[src/core/ddrct_pkg.sv]
package ddrct_pkg;

    // Clock period and counter width
    localparam int CLK_PS = 20000;
    localparam int CNT_W = 8;
    localparam int NBANK = 4;
    typedef logic [CNT_W-1:0] ddrct_cnt_t;

    // Least times round up, never below one cycle
    function automatic int ps2cyc(input int ps);
        int c;
        c = (ps + CLK_PS - 1) / CLK_PS;
        return (c < 1) ? 1 : c;
    endfunction

    function automatic int atleast(input int a, input int b);
        return (a > b) ? a : b;
    endfunction

    // Times in picoseconds, as printed
    localparam int RRD_1K_PS = 7500;
    localparam int RRD_2K_PS = 10000;
    localparam int FAW_1K_PS = 35000;
    localparam int FAW_2K_PS = 45000;
    localparam int WR_PS = 15000;
    localparam int WTR_PS = 7500;
    localparam int RTP_PS = 7500;
    localparam int RFC_PS = 105000;
    localparam int XSNR_EXTRA_PS = 10000;
    localparam int IS_PS = 175;
    localparam int IH_PS = 250;

    // Times in clocks, as printed
    localparam int ACT_MIN_NCK = 2;
    localparam int CCD_NCK = 2;
    localparam int CKE_NCK = 3;
    localparam int XSRD_NCK = 200;
    localparam int XP_1066_NCK = 3;
    localparam int XP_800_NCK = 2;
    localparam int XARD_1066_NCK = 3;
    localparam int XARD_800_NCK = 2;
    localparam int XARDS_1066_NCK = 10;
    localparam int XARDS_800_NCK = 8;
    localparam int ANPD_1066_NCK = 4;
    localparam int ANPD_800_NCK = 3;
    localparam int AXPD_1066_NCK = 11;
    localparam int AXPD_800_NCK = 8;
    localparam int MRD_NCK = 2;

    // Derived cycle counts
    localparam ddrct_cnt_t RRD_1K_CYC = ddrct_cnt_t'(atleast(ps2cyc(RRD_1K_PS), ACT_MIN_NCK));
    localparam ddrct_cnt_t RRD_2K_CYC = ddrct_cnt_t'(atleast(ps2cyc(RRD_2K_PS), ACT_MIN_NCK));
    localparam ddrct_cnt_t FAW_1K_CYC = ddrct_cnt_t'(ps2cyc(FAW_1K_PS));
    localparam ddrct_cnt_t FAW_2K_CYC = ddrct_cnt_t'(ps2cyc(FAW_2K_PS));
    localparam ddrct_cnt_t WR_CYC = ddrct_cnt_t'(ps2cyc(WR_PS));
    localparam ddrct_cnt_t WTR_CYC = ddrct_cnt_t'(ps2cyc(WTR_PS));
    localparam ddrct_cnt_t RTP_CYC = ddrct_cnt_t'(ps2cyc(RTP_PS));
    localparam ddrct_cnt_t RFC_CYC = ddrct_cnt_t'(ps2cyc(RFC_PS));
    localparam ddrct_cnt_t XSNR_CYC = ddrct_cnt_t'(ps2cyc(RFC_PS + XSNR_EXTRA_PS));
    localparam ddrct_cnt_t CLKHOLD_CYC = ddrct_cnt_t'(ps2cyc(IS_PS + CLK_PS + IH_PS));

    // Mode register and address fields
    localparam int MR_PDX_SLOW_BIT = 12;
    localparam int AP_BIT = 10;
    localparam ddrct_cnt_t BL4_HALF = 8'h02;
    localparam ddrct_cnt_t BL8_HALF = 8'h04;

    // Pin codes {cs_n, ras_n, cas_n, we_n}
    localparam logic [3:0] PINS_NOP = 4'h7;
    localparam logic [3:0] PINS_ACT = 4'h3;
    localparam logic [3:0] PINS_RD = 4'h5;
    localparam logic [3:0] PINS_WR = 4'h4;
    localparam logic [3:0] PINS_PRE = 4'h2;
    localparam logic [3:0] PINS_REF = 4'h1;
    localparam logic [3:0] PINS_MRS = 4'h0;

    typedef enum logic [3:0] {
        CMD_NOP, CMD_ACT, CMD_RD, CMD_WR, CMD_PRE, CMD_REF,
        CMD_MRS, CMD_SRE, CMD_SRX, CMD_PDE, CMD_PDX
    } ddrct_cmd_t;

    typedef struct packed {
        ddrct_cmd_t cmd;
        logic [1:0] ba;
        logic [13:0] addr;
    } ddrct_req_t;

    typedef struct packed {
        logic page_2kb;
        logic grade_1066;
        logic [2:0] al;
        logic [2:0] cl;
        logic [3:0] wr;
        logic [3:0] trp;
        logic bl8;
    } ddrct_cfg_t;

    typedef struct packed {
        logic cke;
        logic odt;
        logic [3:0] cmd_n;
        logic [1:0] ba;
        logic [13:0] addr;
    } ddrct_pins_t;

endpackage
[src/core/ddrct_ctrl.sv]
`timescale 1ns/1ps
module ddrct_ctrl
    import ddrct_pkg::*;
(
    // Clock and reset
    input wire logic clk_sys,
    input wire logic nrst,
    // Device configuration as programmed
    input wire ddrct_cfg_t cfg,
    // Command request
    input wire logic req_valid,
    input wire ddrct_req_t req,
    output logic req_ready,
    // Termination request level
    input wire logic odt_req,
    // Device pins
    output ddrct_pins_t dram,
    output logic dram_clk_run,
    // Status
    output logic in_sref,
    output logic in_pdown,
    output logic term_sync_ok
);
    typedef enum logic [1:0] {ST_ON, ST_SREF, ST_PDN} ddrct_state_t;

    ddrct_state_t state_q;
    ddrct_state_t state_d;
    ddrct_pins_t pins_q;
    ddrct_pins_t pins_d;
    logic [NBANK-1:0] open_q;
    logic [NBANK-1:0] open_d;
    logic [1:0] faw_ptr_q;
    logic slow_exit_q;
    logic active_pd_q;
    logic clk_run_q;
    ddrct_cnt_t odt_age_q;

    // Configuration-derived gaps
    ddrct_cnt_t burst_half, wl, rrd, faw, wr_pre_gap, wtr_gap, rd_pre_gap;
    ddrct_cnt_t dal_gap, rdap_gap, trp, xp, xard, xards, anpd, axpd;

    assign burst_half = cfg.bl8 ? BL8_HALF : BL4_HALF;
    assign wl = ddrct_cnt_t'(cfg.al) + ddrct_cnt_t'(cfg.cl) - 8'h01;
    assign trp = ddrct_cnt_t'(cfg.trp);
    assign rrd = cfg.page_2kb ? RRD_2K_CYC : RRD_1K_CYC;
    assign faw = cfg.page_2kb ? FAW_2K_CYC : FAW_1K_CYC;
    assign wr_pre_gap = wl + burst_half + WR_CYC;
    assign wtr_gap = wl + burst_half + WTR_CYC;
    // Read to precharge is additive latency plus the later of half burst and the internal read gap
    assign rd_pre_gap = ddrct_cnt_t'(cfg.al)
        + ((burst_half > RTP_CYC) ? burst_half : RTP_CYC);
    assign dal_gap = wl + burst_half + ddrct_cnt_t'(cfg.wr) + trp;
    assign rdap_gap = rd_pre_gap + trp;
    assign xp = ddrct_cnt_t'(cfg.grade_1066 ? XP_1066_NCK : XP_800_NCK);
    assign xard = ddrct_cnt_t'(cfg.grade_1066 ? XARD_1066_NCK : XARD_800_NCK);
    assign xards = ddrct_cnt_t'(cfg.grade_1066 ? XARDS_1066_NCK : XARDS_800_NCK)
        - ddrct_cnt_t'(cfg.al);
    assign anpd = ddrct_cnt_t'(cfg.grade_1066 ? ANPD_1066_NCK : ANPD_800_NCK);
    assign axpd = ddrct_cnt_t'(cfg.grade_1066 ? AXPD_1066_NCK : AXPD_800_NCK);

    // Command decode
    logic issue, iss_act, iss_rd, iss_wr, iss_pre, iss_ref, iss_mrs;
    logic iss_sre, iss_srx, iss_pde, iss_pdx, iss_col, iss_nonrd, pre_all, ap;
    logic cmd_ok;

    assign req_ready = cmd_ok;
    assign issue = req_valid && cmd_ok;
    assign iss_act = issue && req.cmd == CMD_ACT;
    assign iss_rd = issue && req.cmd == CMD_RD;
    assign iss_wr = issue && req.cmd == CMD_WR;
    assign iss_pre = issue && req.cmd == CMD_PRE;
    assign iss_ref = issue && req.cmd == CMD_REF;
    assign iss_mrs = issue && req.cmd == CMD_MRS;
    assign iss_sre = issue && req.cmd == CMD_SRE;
    assign iss_srx = issue && req.cmd == CMD_SRX;
    assign iss_pde = issue && req.cmd == CMD_PDE;
    assign iss_pdx = issue && req.cmd == CMD_PDX;
    assign iss_col = iss_rd || iss_wr;
    assign iss_nonrd = issue && req.cmd != CMD_NOP && req.cmd != CMD_RD;
    assign pre_all = req.addr[AP_BIT];
    assign ap = req.addr[AP_BIT];

    // Global gap timers
    logic act_rdy, col_rdy, rd_rdy, nr_rdy, cke_rdy, hold_rdy;
    ddrct_cnt_t nr_gap, rd_gap;
    logic nr_load, rd_load;

    // Non-read gate: mode set, refresh and both exits
    assign nr_load = iss_mrs || iss_ref || iss_srx || iss_pdx;
    assign nr_gap = iss_mrs ? ddrct_cnt_t'(MRD_NCK)
        : iss_ref ? RFC_CYC
        : iss_srx ? XSNR_CYC
        : xp;
    // Read gate: the exit from active power-down depends on mode bit 12
    assign rd_load = nr_load || iss_wr;
    assign rd_gap = iss_wr ? wtr_gap
        : iss_mrs ? ddrct_cnt_t'(MRD_NCK)
        : iss_ref ? RFC_CYC
        : iss_srx ? ddrct_cnt_t'(XSRD_NCK)
        : !active_pd_q ? xp
        : slow_exit_q ? xards : xard;

    ddrct_gap_timer u_act (.clk_sys(clk_sys), .nrst(nrst), .load(iss_act), .gap(rrd),
        .ready(act_rdy));
    ddrct_gap_timer u_col (.clk_sys(clk_sys), .nrst(nrst), .load(iss_col),
        .gap(ddrct_cnt_t'(CCD_NCK)), .ready(col_rdy));
    ddrct_gap_timer u_rd (.clk_sys(clk_sys), .nrst(nrst), .load(rd_load), .gap(rd_gap),
        .ready(rd_rdy));
    ddrct_gap_timer u_nr (.clk_sys(clk_sys), .nrst(nrst), .load(nr_load), .gap(nr_gap),
        .ready(nr_rdy));
    ddrct_gap_timer u_cke (.clk_sys(clk_sys), .nrst(nrst),
        .load(iss_sre || iss_srx || iss_pde || iss_pdx),
        .gap(ddrct_cnt_t'(CKE_NCK)), .ready(cke_rdy));
    ddrct_gap_timer u_hold (.clk_sys(clk_sys), .nrst(nrst), .load(iss_sre),
        .gap(CLKHOLD_CYC), .ready(hold_rdy));
    ddrct_gap_timer u_axpd (.clk_sys(clk_sys), .nrst(nrst), .load(iss_pdx || iss_srx),
        .gap(axpd), .ready(term_sync_ok));

    // Per-bank and per-window timers
    logic [NBANK-1:0] pre_rdy, bact_rdy, faw_rdy;
    genvar gi;
    generate
        for (gi = 0; gi < NBANK; gi++) begin : g_bank
            logic hit, bact_load;
            ddrct_cnt_t bact_gap;
            assign hit = (req.ba == 2'(gi));
            // Precharge waits out write recovery or read-to-precharge
            ddrct_gap_timer u_pre (.clk_sys(clk_sys), .nrst(nrst),
                .load(iss_col && hit), .gap(iss_wr ? wr_pre_gap : rd_pre_gap),
                .ready(pre_rdy[gi]));
            // Next activate to this bank after precharge or auto-precharge
            assign bact_load = (iss_pre && (hit || pre_all)) || (iss_col && hit && ap);
            assign bact_gap = iss_pre ? trp : iss_wr ? dal_gap : rdap_gap;
            ddrct_gap_timer u_bact (.clk_sys(clk_sys), .nrst(nrst), .load(bact_load),
                .gap(bact_gap), .ready(bact_rdy[gi]));
            // One window slot per recent activate, taken in rotation
            ddrct_gap_timer u_faw (.clk_sys(clk_sys), .nrst(nrst),
                .load(iss_act && faw_ptr_q == 2'(gi)), .gap(faw),
                .ready(faw_rdy[gi]));
        end
    endgenerate

    // Admission per state; a refused command simply waits with ready low
    logic all_idle, pre_ok, bank_open;
    assign all_idle = (open_q == '0) && (&bact_rdy);
    assign bank_open = open_q[req.ba];
    assign pre_ok = pre_all ? (&pre_rdy) : pre_rdy[req.ba];

    always_comb begin
        cmd_ok = 1'b0;
        case (state_q)
            ST_ON: begin
                case (req.cmd)
                    CMD_NOP: cmd_ok = 1'b1;
                    CMD_ACT: cmd_ok = act_rdy && faw_rdy[faw_ptr_q] && bact_rdy[req.ba]
                        && !bank_open && nr_rdy;
                    CMD_RD: cmd_ok = col_rdy && rd_rdy && bank_open;
                    CMD_WR: cmd_ok = col_rdy && nr_rdy && bank_open;
                    CMD_PRE: cmd_ok = nr_rdy && pre_ok;
                    CMD_REF: cmd_ok = nr_rdy && all_idle;
                    CMD_MRS: cmd_ok = nr_rdy && all_idle;
                    CMD_SRE: cmd_ok = nr_rdy && all_idle && cke_rdy;
                    // Termination must not move on the edge that drops clock enable
                    CMD_PDE: cmd_ok = nr_rdy && cke_rdy && odt_age_q >= anpd
                        && (!term_sync_ok || odt_req == pins_q.odt);
                    default: cmd_ok = 1'b0;
                endcase
            end
            ST_SREF: cmd_ok = (req.cmd == CMD_NOP)
                || (req.cmd == CMD_SRX && cke_rdy && clk_run_q);
            ST_PDN: cmd_ok = (req.cmd == CMD_NOP) || (req.cmd == CMD_PDX && cke_rdy);
            default: cmd_ok = 1'b0;
        endcase
    end

    // Next pin state; power-down entry and both exits drive clock enable with a no-op, self-refresh entry with the refresh code
    logic [3:0] cmd_bits;
    always_comb begin
        case (req.cmd)
            CMD_ACT: cmd_bits = PINS_ACT;
            CMD_RD: cmd_bits = PINS_RD;
            CMD_WR: cmd_bits = PINS_WR;
            CMD_PRE: cmd_bits = PINS_PRE;
            CMD_REF: cmd_bits = PINS_REF;
            CMD_SRE: cmd_bits = PINS_REF;
            CMD_MRS: cmd_bits = PINS_MRS;
            default: cmd_bits = PINS_NOP;
        endcase
    end

    // Termination follows its request only while its timing is synchronous
    logic odt_next;
    assign odt_next = (state_q == ST_ON && term_sync_ok) ? odt_req : pins_q.odt;

    always_comb begin
        pins_d = pins_q;
        pins_d.odt = odt_next;
        pins_d.cmd_n = PINS_NOP;
        if (issue) begin
            pins_d.cmd_n = cmd_bits;
            pins_d.ba = req.ba;
            pins_d.addr = req.addr;
        end
        if (iss_sre || iss_pde) begin
            pins_d.cke = 1'b0;
        end else if (iss_srx || iss_pdx) begin
            pins_d.cke = 1'b1;
        end
    end

    // Bank open map and mode state
    assign open_d = iss_act ? (open_q | (4'h1 << req.ba))
        : (iss_pre && pre_all) ? '0
        : (iss_pre || (iss_col && ap)) ? (open_q & ~(4'h1 << req.ba))
        : open_q;
    assign state_d = (iss_sre) ? ST_SREF : (iss_pde) ? ST_PDN
        : (iss_srx || iss_pdx) ? ST_ON : state_q;

    always_ff @(posedge clk_sys or negedge nrst) begin
        if (!nrst) begin
            state_q <= ST_ON;
            open_q <= '0;
            faw_ptr_q <= 2'h0;
            pins_q <= '{cke: 1'b0, odt: 1'b0, cmd_n: PINS_NOP, ba: 2'h0, addr: 14'h0000};
        end else begin
            state_q <= state_d;
            open_q <= open_d;
            faw_ptr_q <= iss_act ? faw_ptr_q + 2'h1 : faw_ptr_q;
            pins_q <= pins_d;
        end
    end

    // Remember the exit style written to mode register 0 and the kind of power-down
    always_ff @(posedge clk_sys or negedge nrst) begin
        if (!nrst) begin
            slow_exit_q <= 1'b0;
            active_pd_q <= 1'b0;
        end else begin
            if (iss_mrs && req.ba == 2'h0) begin
                slow_exit_q <= req.addr[MR_PDX_SLOW_BIT];
            end
            if (iss_pde) begin
                active_pd_q <= |open_q;
            end
        end
    end

    // Age of the termination level, saturating
    always_ff @(posedge clk_sys or negedge nrst) begin
        if (!nrst) begin
            odt_age_q <= '0;
        end else if (odt_next != pins_q.odt) begin
            odt_age_q <= '0;
        end else if (odt_age_q != 8'hFF) begin
            odt_age_q <= odt_age_q + 8'h01;
        end
    end

    // Device clock keeps running past the clock-enable drop, then may stop;
    // it restarts as soon as an exit is wanted, before the exit is admitted
    always_ff @(posedge clk_sys or negedge nrst) begin
        if (!nrst) begin
            clk_run_q <= 1'b1;
        end else if (state_q == ST_SREF && req_valid && req.cmd == CMD_SRX) begin
            clk_run_q <= 1'b1;
        end else if (state_q == ST_SREF && hold_rdy) begin
            clk_run_q <= 1'b0;
        end else if (state_q != ST_SREF) begin
            clk_run_q <= 1'b1;
        end
    end

    assign dram = pins_q;
    assign dram_clk_run = clk_run_q;
    assign in_sref = (state_q == ST_SREF);
    assign in_pdown = (state_q == ST_PDN);

    // Helper counters for checks
    ddrct_cnt_t since_srx_q, since_wr_q, since_rd_q;
    logic [1:0] rd_ba_q;
    always_ff @(posedge clk_sys or negedge nrst) begin
        if (!nrst) begin
            since_srx_q <= 8'hFF;
            since_wr_q <= 8'hFF;
            since_rd_q <= 8'hFF;
            rd_ba_q <= 2'h0;
        end else begin
            since_srx_q <= iss_srx ? 8'h01 : (since_srx_q == 8'hFF) ? 8'hFF : since_srx_q + 8'h01;
            since_wr_q <= iss_wr ? 8'h01 : (since_wr_q == 8'hFF) ? 8'hFF : since_wr_q + 8'h01;
            since_rd_q <= iss_rd ? 8'h01 : (since_rd_q == 8'hFF) ? 8'hFF : since_rd_q + 8'h01;
            rd_ba_q <= iss_rd ? req.ba : rd_ba_q;
        end
    end
endmodule

[src/core/ddrct_gap_timer.sv]
`timescale 1ns/1ps
module ddrct_gap_timer
    import ddrct_pkg::*;
(
    // Clock and reset
    input wire logic clk_sys,
    input wire logic nrst,
    // Gap load, in cycles until the next allowed command
    input wire logic load,
    input wire ddrct_cnt_t gap,
    // Status
    output logic ready
);
    ddrct_cnt_t cnt_q;
    ddrct_cnt_t cnt_d;
    ddrct_cnt_t rem;
    ddrct_cnt_t dec;

    // A new gap only ever lengthens the wait, so sources never shorten each other
    assign rem = (gap == '0) ? '0 : gap - 8'h01;
    assign dec = (cnt_q == '0) ? '0 : cnt_q - 8'h01;
    assign cnt_d = (load && rem > dec) ? rem : dec;
    assign ready = (cnt_q == '0);

    always_ff @(posedge clk_sys or negedge nrst) begin
        if (!nrst) begin
            cnt_q <= '0;
        end else begin
            cnt_q <= cnt_d;
        end
    end
endmodule

[config.mk]
export PLATFORM = sky130hd
export DESIGN_NAME = ddrct_ctrl
export DESIGN_NICKNAME = d
export VERILOG_FILES = /design/src/core/ddrct_pkg.sv /design/src/core/ddrct_ctrl.sv /design/src/core/ddrct_gap_timer.sv
export SDC_FILE = /design/constraint.sdc
export NUM_CORES = 1
export LEC_CHECK = 0
export BUFFER_PORTS_ARGS = -buffer_cell sky130_fd_sc_hd__buf_4
export CAP_MARGIN = 15
export CORE_ASPECT_RATIO = 2
export CORE_MARGIN = 2
export CORE_UTILIZATION = 45
export CTS_BUF_LIST = sky130_fd_sc_hd__clkbuf_8 sky130_fd_sc_hd__clkbuf_16
export DETAILED_ROUTE_END_ITERATION = 12
export PLACE_DENSITY = 0.68
export SLEW_MARGIN = 20
export SYNTH_ARGS = -nofsm -noshare
export SYNTH_HDL_FRONTEND = slang
export SYNTH_HIERARCHICAL = 1
export SYNTH_SLANG_ARGS = --single-unit
[constraint.sdc]
create_clock -name clk_sys -period 10 [get_ports clk_sys]
set_clock_uncertainty 0.1 [all_clocks]
set_input_delay 2 -clock clk_sys [delete_from_list [all_inputs] [get_ports clk_sys]]
set_output_delay 2 -clock clk_sys [all_outputs]
set_load 0.1 [all_outputs]
==> results of run 1 <==
[power breakdown]
group	internal [mW]	leakage, nW	switching [mW]
Sequential	0.919	2.12	0.166
Clock	0.340	0.287	0.356
Combinational	0.564	10.1	0.933
[Yosys cell counts (4+ instances only)]
library cell / number
o211ai_1: 20
nand2b_1: 6
xor2_1: 47
ha_1: 258
mux2i_1: 135
nor2b_1: 29
or2_1: 57
nand2_2: 18
nor2_1: 167
o41ai_1: 4
dfstp_2: 4
o21a_1: 20
nor3_2: 55
buf_4: 7
o2111ai_4: 19
buf_2: 6
nand3b_1: 58
mux2_2: 17
and2_1: 5
and2_4: 19
dfrtp_1: 188
o31ai_1: 7
o21ai_0: 13
inv_2: 19
nor3b_1: 23
a21o_1: 6
nor3_1: 175
inv_1: 268
a21oi_1: 190
clkbuf_1: 4
mux2_4: 41
xnor2_1: 67
nand4_1: 41
o22ai_1: 5
fa_1: 10
nand3_1: 42
nand2_1: 148
nor4b_4: 37
[registers in the layout, indices dropped and copies added, names as in the netlist]
register	cells
u_rd/cnt_q	8
dram	21
state_q	2
u_col/cnt_q	8
open_q	4
u_act/cnt_q	8
slow_exit_q	1
active_pd_q	1
u_axpd/cnt_q	8
g_bank.u_pre/cnt_q	32
faw_ptr_q	2
g_bank.u_faw/cnt_q	32
g_bank.u_bact/cnt_q	32
u_nr/cnt_q	8
odt_age_q	8
dram_clk_run	1
u_cke/cnt_q	8
u_hold/cnt_q	8
[cell type report]
cell class	count	area (um2)
fillers	4212	21700
clock buffers	18	439
inverters	288	1080
repair buffers	80	607
diodes	3	7.51
multi-input cells	2034	15500
flip-flops and latches	192	4810
clock inverters	14	141
well taps	560	701
[metrics by stage]
step                      utilization  instances  hold WS, ps  instance area [um2]
after floorplan                     -       2535          379                21500
after global placement          0.504       3153          362                22700
after detailed placement        0.504       3153          365                22700
after CTS                       0.517       3185          385                23300
after global routing            0.517       3187          414                23300
final                           0.518       3189          378                23300
[layer usage]
metal,vias up,track usage
li1,8420,-
met2,269,0.440
met3,141,0.0247
met4,2,0.122
met1,7899,0.187
met5,-,0
[critical path, stage by stage]
cell and delay [ps]:
buf_4 110, inv_1 80, ha_1 280, inv_1 40
ha_1 220, fa_1 520, inv_1 70, fa_1 430
xnor2_1 160, xnor2_1 320, fa_1 480, inv_1 70
ha_1 250, nor2b_1 140, o21ai_0 150, nand2b_1 140
xor2_1 170, nor2_1 640, nor3_1 190, nand3b_1 180
nor3_1 70, a21oi_1 190, inv_1 70, ha_1 320
nand4_1 190, nand2_1 170, o2111ai_4 260, mux2_4 390
[logic make-up (layout without fill, tap and decap cells)]
| family | after synthesis | count (layout) | synth area share |
|---|---|---|---|
| compound gates | 308 | 308 | 0.107 |
| flops | 192 | 192 | 0.234 |
| buf+inv | 309 | 400 | 0.0593 |
| other cells | 2 | 249 | 0.000365 |
| xor+xnor | 114 | 114 | 0.0486 |
| fa+ha+maj | 268 | 268 | 0.167 |
| simple gates | 901 | 901 | 0.274 |
| mux | 197 | 197 | 0.110 |
[how the worst min path moves through the flow]
stage | startpoint | endpoint | depth (start not counted)
floorplan | slow_exit_q$_DFFE_PN0P_ | slow_exit_q$_DFFE_PN0P_ | 1
finish | dram[10]$_DFFE_PN0N_ | dram[10]$_DFFE_PN0N_ | 2
CTS | dram[10]$_DFFE_PN0N_ | dram[10]$_DFFE_PN0N_ | 2
global placement | dram[10]$_DFFE_PN0N_ | dram[10]$_DFFE_PN0N_ | 2
global route | dram[10]$_DFFE_PN0N_ | dram[10]$_DFFE_PN0N_ | 2
detailed placement | dram[10]$_DFFE_PN0N_ | dram[10]$_DFFE_PN0N_ | 2
==> impl_metrics.tcl, run 1 <==
set metrics [dict create \
    synth-async-reset-ratio 1.00 \
    layout_common_cells "inv_1 (268), ha_1 (258), conb_1 (246)" \
    grt-ovfl-total 0 \
    synth_area_leaders "dfrtp_1 (23%), ha_1 (16%), mux2i_1 (6.6%)" \
    ys_seq_area_frac 0.234 \
    synthFlopType "dfrtp_1" \
    ant_nets 0 \
    synth_cells 2291 \
    r2r_slack_ps 3530 \
    synth_area_um2 20600 \
    cp-end-kind "register" \
    pre_cts_slack_ps 1480 \
    worst_pin_slew_ps 1090 \
    rsz0062_at_grt "no" \
    num_vias 16700 \
    cp_data_arrival_time_ps 8320 \
    cts_sinks 192 \
    core_um2 45000 \
    report.power.total_mw 3.28 \
    cts_made_buffers 17 \
    wl_met2_um 28400 \
    fin_crit_sh 0.807 \
    die_h_um 306 \
    ir_drop_mv 0.132 \
    cts_tree "done" \
    layout_setup_ws_ps 1930 \
    drtIter0Drc 482 \
    hold_violations 0 \
    area_growth_pct 13.3 \
    routed_via_density 5.25 \
    htree_levels 4 \
    dpl.hpwl_um 40700 \
    status "complete, no violations" \
    leakage_nw 12.5 \
    totalWireLength_um 48800 \
    synth_edf_count 0 \
    worst-setup-path-type "input pin to register" \
    post_cts_buffers 0 \
    grt_pass1_wl_um 81400 \
    remaining_drc_errors 0 \
    endpoint "g_bank[1].u_bact/cnt_q[1]$_DFF_PN0_" \
    dr_wl_met3_um 1170 \
    period_minus_slack_ps 8070 \
    routedWlPerCell_um 15.3 \
    critPathMaxFanout 12 \
    grt_max_degree 74 \
    drt-met1-wl_um 16700 \
    worstReg2RegStart "g_bank[1].u_pre/cnt_q[0]$_DFF_PN0_" \
    grt_use_total 0.211 \
    slew_violations 0 \
    setup_viol 0 \
    die_w_um 155 \
    max_freq_ghz 0.124 \
    layout.nets 2922 \
    yosysWarnings 6 \
    avgSynthCellArea_um2 8.97 \
    path_clk_slew_ps 80 \
    grt_pass1_vias 17800 \
    num_rows 110 \
    clock_latency_ps 470 \
    r2r-end "g_bank[3].u_pre/cnt_q[1]$_DFF_PN0_" \
    cts-hold-fix-buffers 0 \
    post-synth-top-area-fraction 0.229 \
    numPortBuffers 66 \
    maxUsedRoutingLayer "met5" \
    first_pass_iters 5 \
    cts-root-buf "clkbuf_16" \
    hold_class "register to register" \
    synth_cell_types 76 \
    startpoint "cfg[13]" \
    io_pins 68 \
    cap_violations 0 \
    layout_commonest_cell "inv_1" \
    cts_max_path_buffers 2 \
    gp_congestion 0.883 \
    start_util 0.457 \
    powerDensity_nw_per_um2 141 \
    drive_above_1_share 0.139 \
    dieArea_um2 47500 \
    relSlewSlack 0.267 \
    synth_top_area_cell "dfrtp_1" \
    cts.repair.resized 0 \
    setup-tns-final_ps 0 \
    cp.required_ps 10250 \
    rr_worst_depth 23 \
    start_kind "input pin" \
    antenna_found_initial 4 \
    ys_seq_elements 192 \
]
Power figures use the tool's default switching activity.
==> run 2, diff against run 1 <==
PLACE_DENSITY = 0.7   (was 0.68)
clock period = 7.28 ns   (was 10 ns; I/O delays follow)
==> run 2 against run 1 <==
Worst setup slack got worse by 1700 ps; first-iteration DRC count rose by 20%; count of clock-buffer cells in the layout fell by 1; critical path depth rose by 4.
==> impl_metrics.tcl, run 2 (same netlist as run 1, synthesis figures left out) <==
set metrics [dict create \
    crit_family "adder cells" \
    hold_start "dram[10]$_DFFE_PN0N_" \
    start_kind "input pin" \
    grt-ovfl-total 0 \
    htree_levels 4 \
    final_cell_count_no_fill 3223 \
    layout_setup_ws_ps 230 \
    worst-setup-path-type "input pin to register" \
    status "complete, no violations" \
    setup_viol 0 \
    first_pass_iters 5 \
    start_util 0.457 \
    pre_cts_slack_ps -279 \
    critPathMaxFanout 9 \
    min_to "dram[10]$_DFFE_PN0N_" \
    dieArea_um2 47500 \
    path_clk_slew_ps 80 \
    period_minus_slack_ps 7050 \
    grt_use_total 0.213 \
    r2r-end "g_bank[0].u_pre/cnt_q[7]$_DFF_PN0_" \
    routedWlPerCell_um 15.2 \
    antenna_cells 0 \
    top_regs "g_bank.u_bact/cnt_q (32), g_bank.u_faw/cnt_q (32), g_bank.u_pre/cnt_q (32)" \
    worst_pin_slew_ps 1100 \
    slew_violations 0 \
    post_cts_buffers 0 \
    die_h_um 306 \
    slowest_delay_ps 510 \
    worstReg2RegStart "g_bank[1].u_pre/cnt_q[0]$_DFF_PN0_" \
    fin_crit_sh 0.968 \
    area_growth_pct 14.9 \
    cp_slowest_cell "fa_1" \
    drtIter0Drc 576 \
    relSlewSlack 0.258 \
    stdcell_area_um2 23600 \
    max_freq_ghz 0.142 \
    report.power.total_mw 4.55 \
    ir_drop_mv 0.193 \
    cts_sinks 192 \
    numPortBuffers 66 \
    hold_class "register to register" \
    cts-root-buf "clkbuf_16" \
    core_um2 45000 \
    critPathBufInv 10 \
    cap_violations 0 \
    leakage_nw 12.7 \
    totalWireLength_um 49100 \
    dpl_cell_area_um2 23000 \
    gp_congestion 0.902 \
    cp.required_ps 7570 \
    cts_made_buffers 17 \
    grt_max_degree 79 \
    worst_hold_slack_ps 378 \
    fin_util 0.525 \
    layout_common_cells "inv_1 (270), ha_1 (258), conb_1 (246)" \
    cts_max_path_buffers 2 \
    cp_data_arrival_time_ps 7340 \
    grt_pass1_vias 18400 \
    rsz0062_at_grt "no" \
    rr_worst_depth 26 \
    powerDensity_nw_per_um2 192 \
    num_rows 110 \
    routed_via_density 5.31 \
    cp-end-kind "register" \
    die_w_um 155 \
    setup-tns-final_ps 0 \
    remaining_drc_errors 0 \
    num_vias 17100 \
    place_inst 3191 \
    drive_above_1_share 0.151 \
    antenna_found_initial 1 \
    io_pins 68 \
    layout_commonest_cell "inv_1" \
    holdPathStages 2 \
    clock_latency_ps 480 \
    ant_nets 0 \
    cts_tree "done" \
    grt_pass1_wl_um 83000 \
    layout.nets 2959 \
    dpl.hpwl_um 40600 \
    hold_violations 0 \
    r2r_slack_ps 1030 \
]
## run 2: cell count changes in the layout (fill, tap and decap cells not counted), sizes merged
cell / delta
buf: +38
diode: -3
bufinv: +1
inv: +2
clkbuf: -2
clkinv: -2
## run 2: what timing repair did
action / 4_1_cts / 5_1_grt
gates resized for setup: 0 / 4
setup endpoints to repair: 0 / 32
endpoints found under the hold margin: 0 / 0
hold buffers: 0 / 0
## run 2: per-layer routing
layer / global-route usage / share of wire / up-vias / routed length, um
met3: 0.0284 / 0.025 / 128 / 1230
met5: 0 / 0 / - / 0
met2: 0.441 / 0.58 / 284 / 28400
met4: 0.121 / 0.055 / 0 / 2730
li1: - / - / 8490 / -
met1: 0.189 / 0.34 / 8213 / 16800
## run 2: power by group
| part | total, mW | switching, mW | internal (mW) |
|---|---|---|---|
| clock network | 0.964 | 0.480 | 0.484 |
| logic | 2.10 | 1.29 | 0.809 |
| registers | 1.49 | 0.223 | 1.26 |
## run 2: worst max path at each step
| stage | start | end | slack [ps] | depth (start not counted) |
|---|---|---|---|---|
| 3_3_place_gp | cfg[13] | g_bank[3].u_bact/cnt_q[2]$_DFF_PN0_ | -120 | 29 |
| 6_report | cfg[13] | g_bank[2].u_bact/cnt_q[4]$_DFF_PN0_ | 230 | 32 |
| 3_5_place_dp | cfg[13] | g_bank[1].u_bact/cnt_q[4]$_DFF_PN0_ | -280 | 29 |
| 5_1_grt | cfg[13] | g_bank[0].u_bact/cnt_q[5]$_DFF_PN0_ | 5 | 32 |
| 2_1_floorplan | cfg[13] | g_bank[0].u_bact/cnt_q[0]$_DFF_PN0_ | 140 | 25 |
| 4_1_cts | cfg[13] | g_bank[1].u_bact/cnt_q[4]$_DFF_PN0_ | 170 | 29 |
## run 2: area by class of cell
type	instances	area [um2]
Fill cell	4111	21400
Multi-Input combinational cell	2034	15500
Sequential cell	192	4810
Inverter	288	1080
Timing Repair Buffer	117	938
Tap cell	560	701
Clock buffer	17	425
Clock inverter	15	148
## run 2: worst register-to-register path: cells and delay by family, from the launching register on
kind | cells | cell delay [ps]
fa+ha+maj | 3 | 670
simple gates | 8 | 1260
buf+inv | 7 | 1400
compound gates | 5 | 1330
flops | 1 | 440
mux | 3 | 950
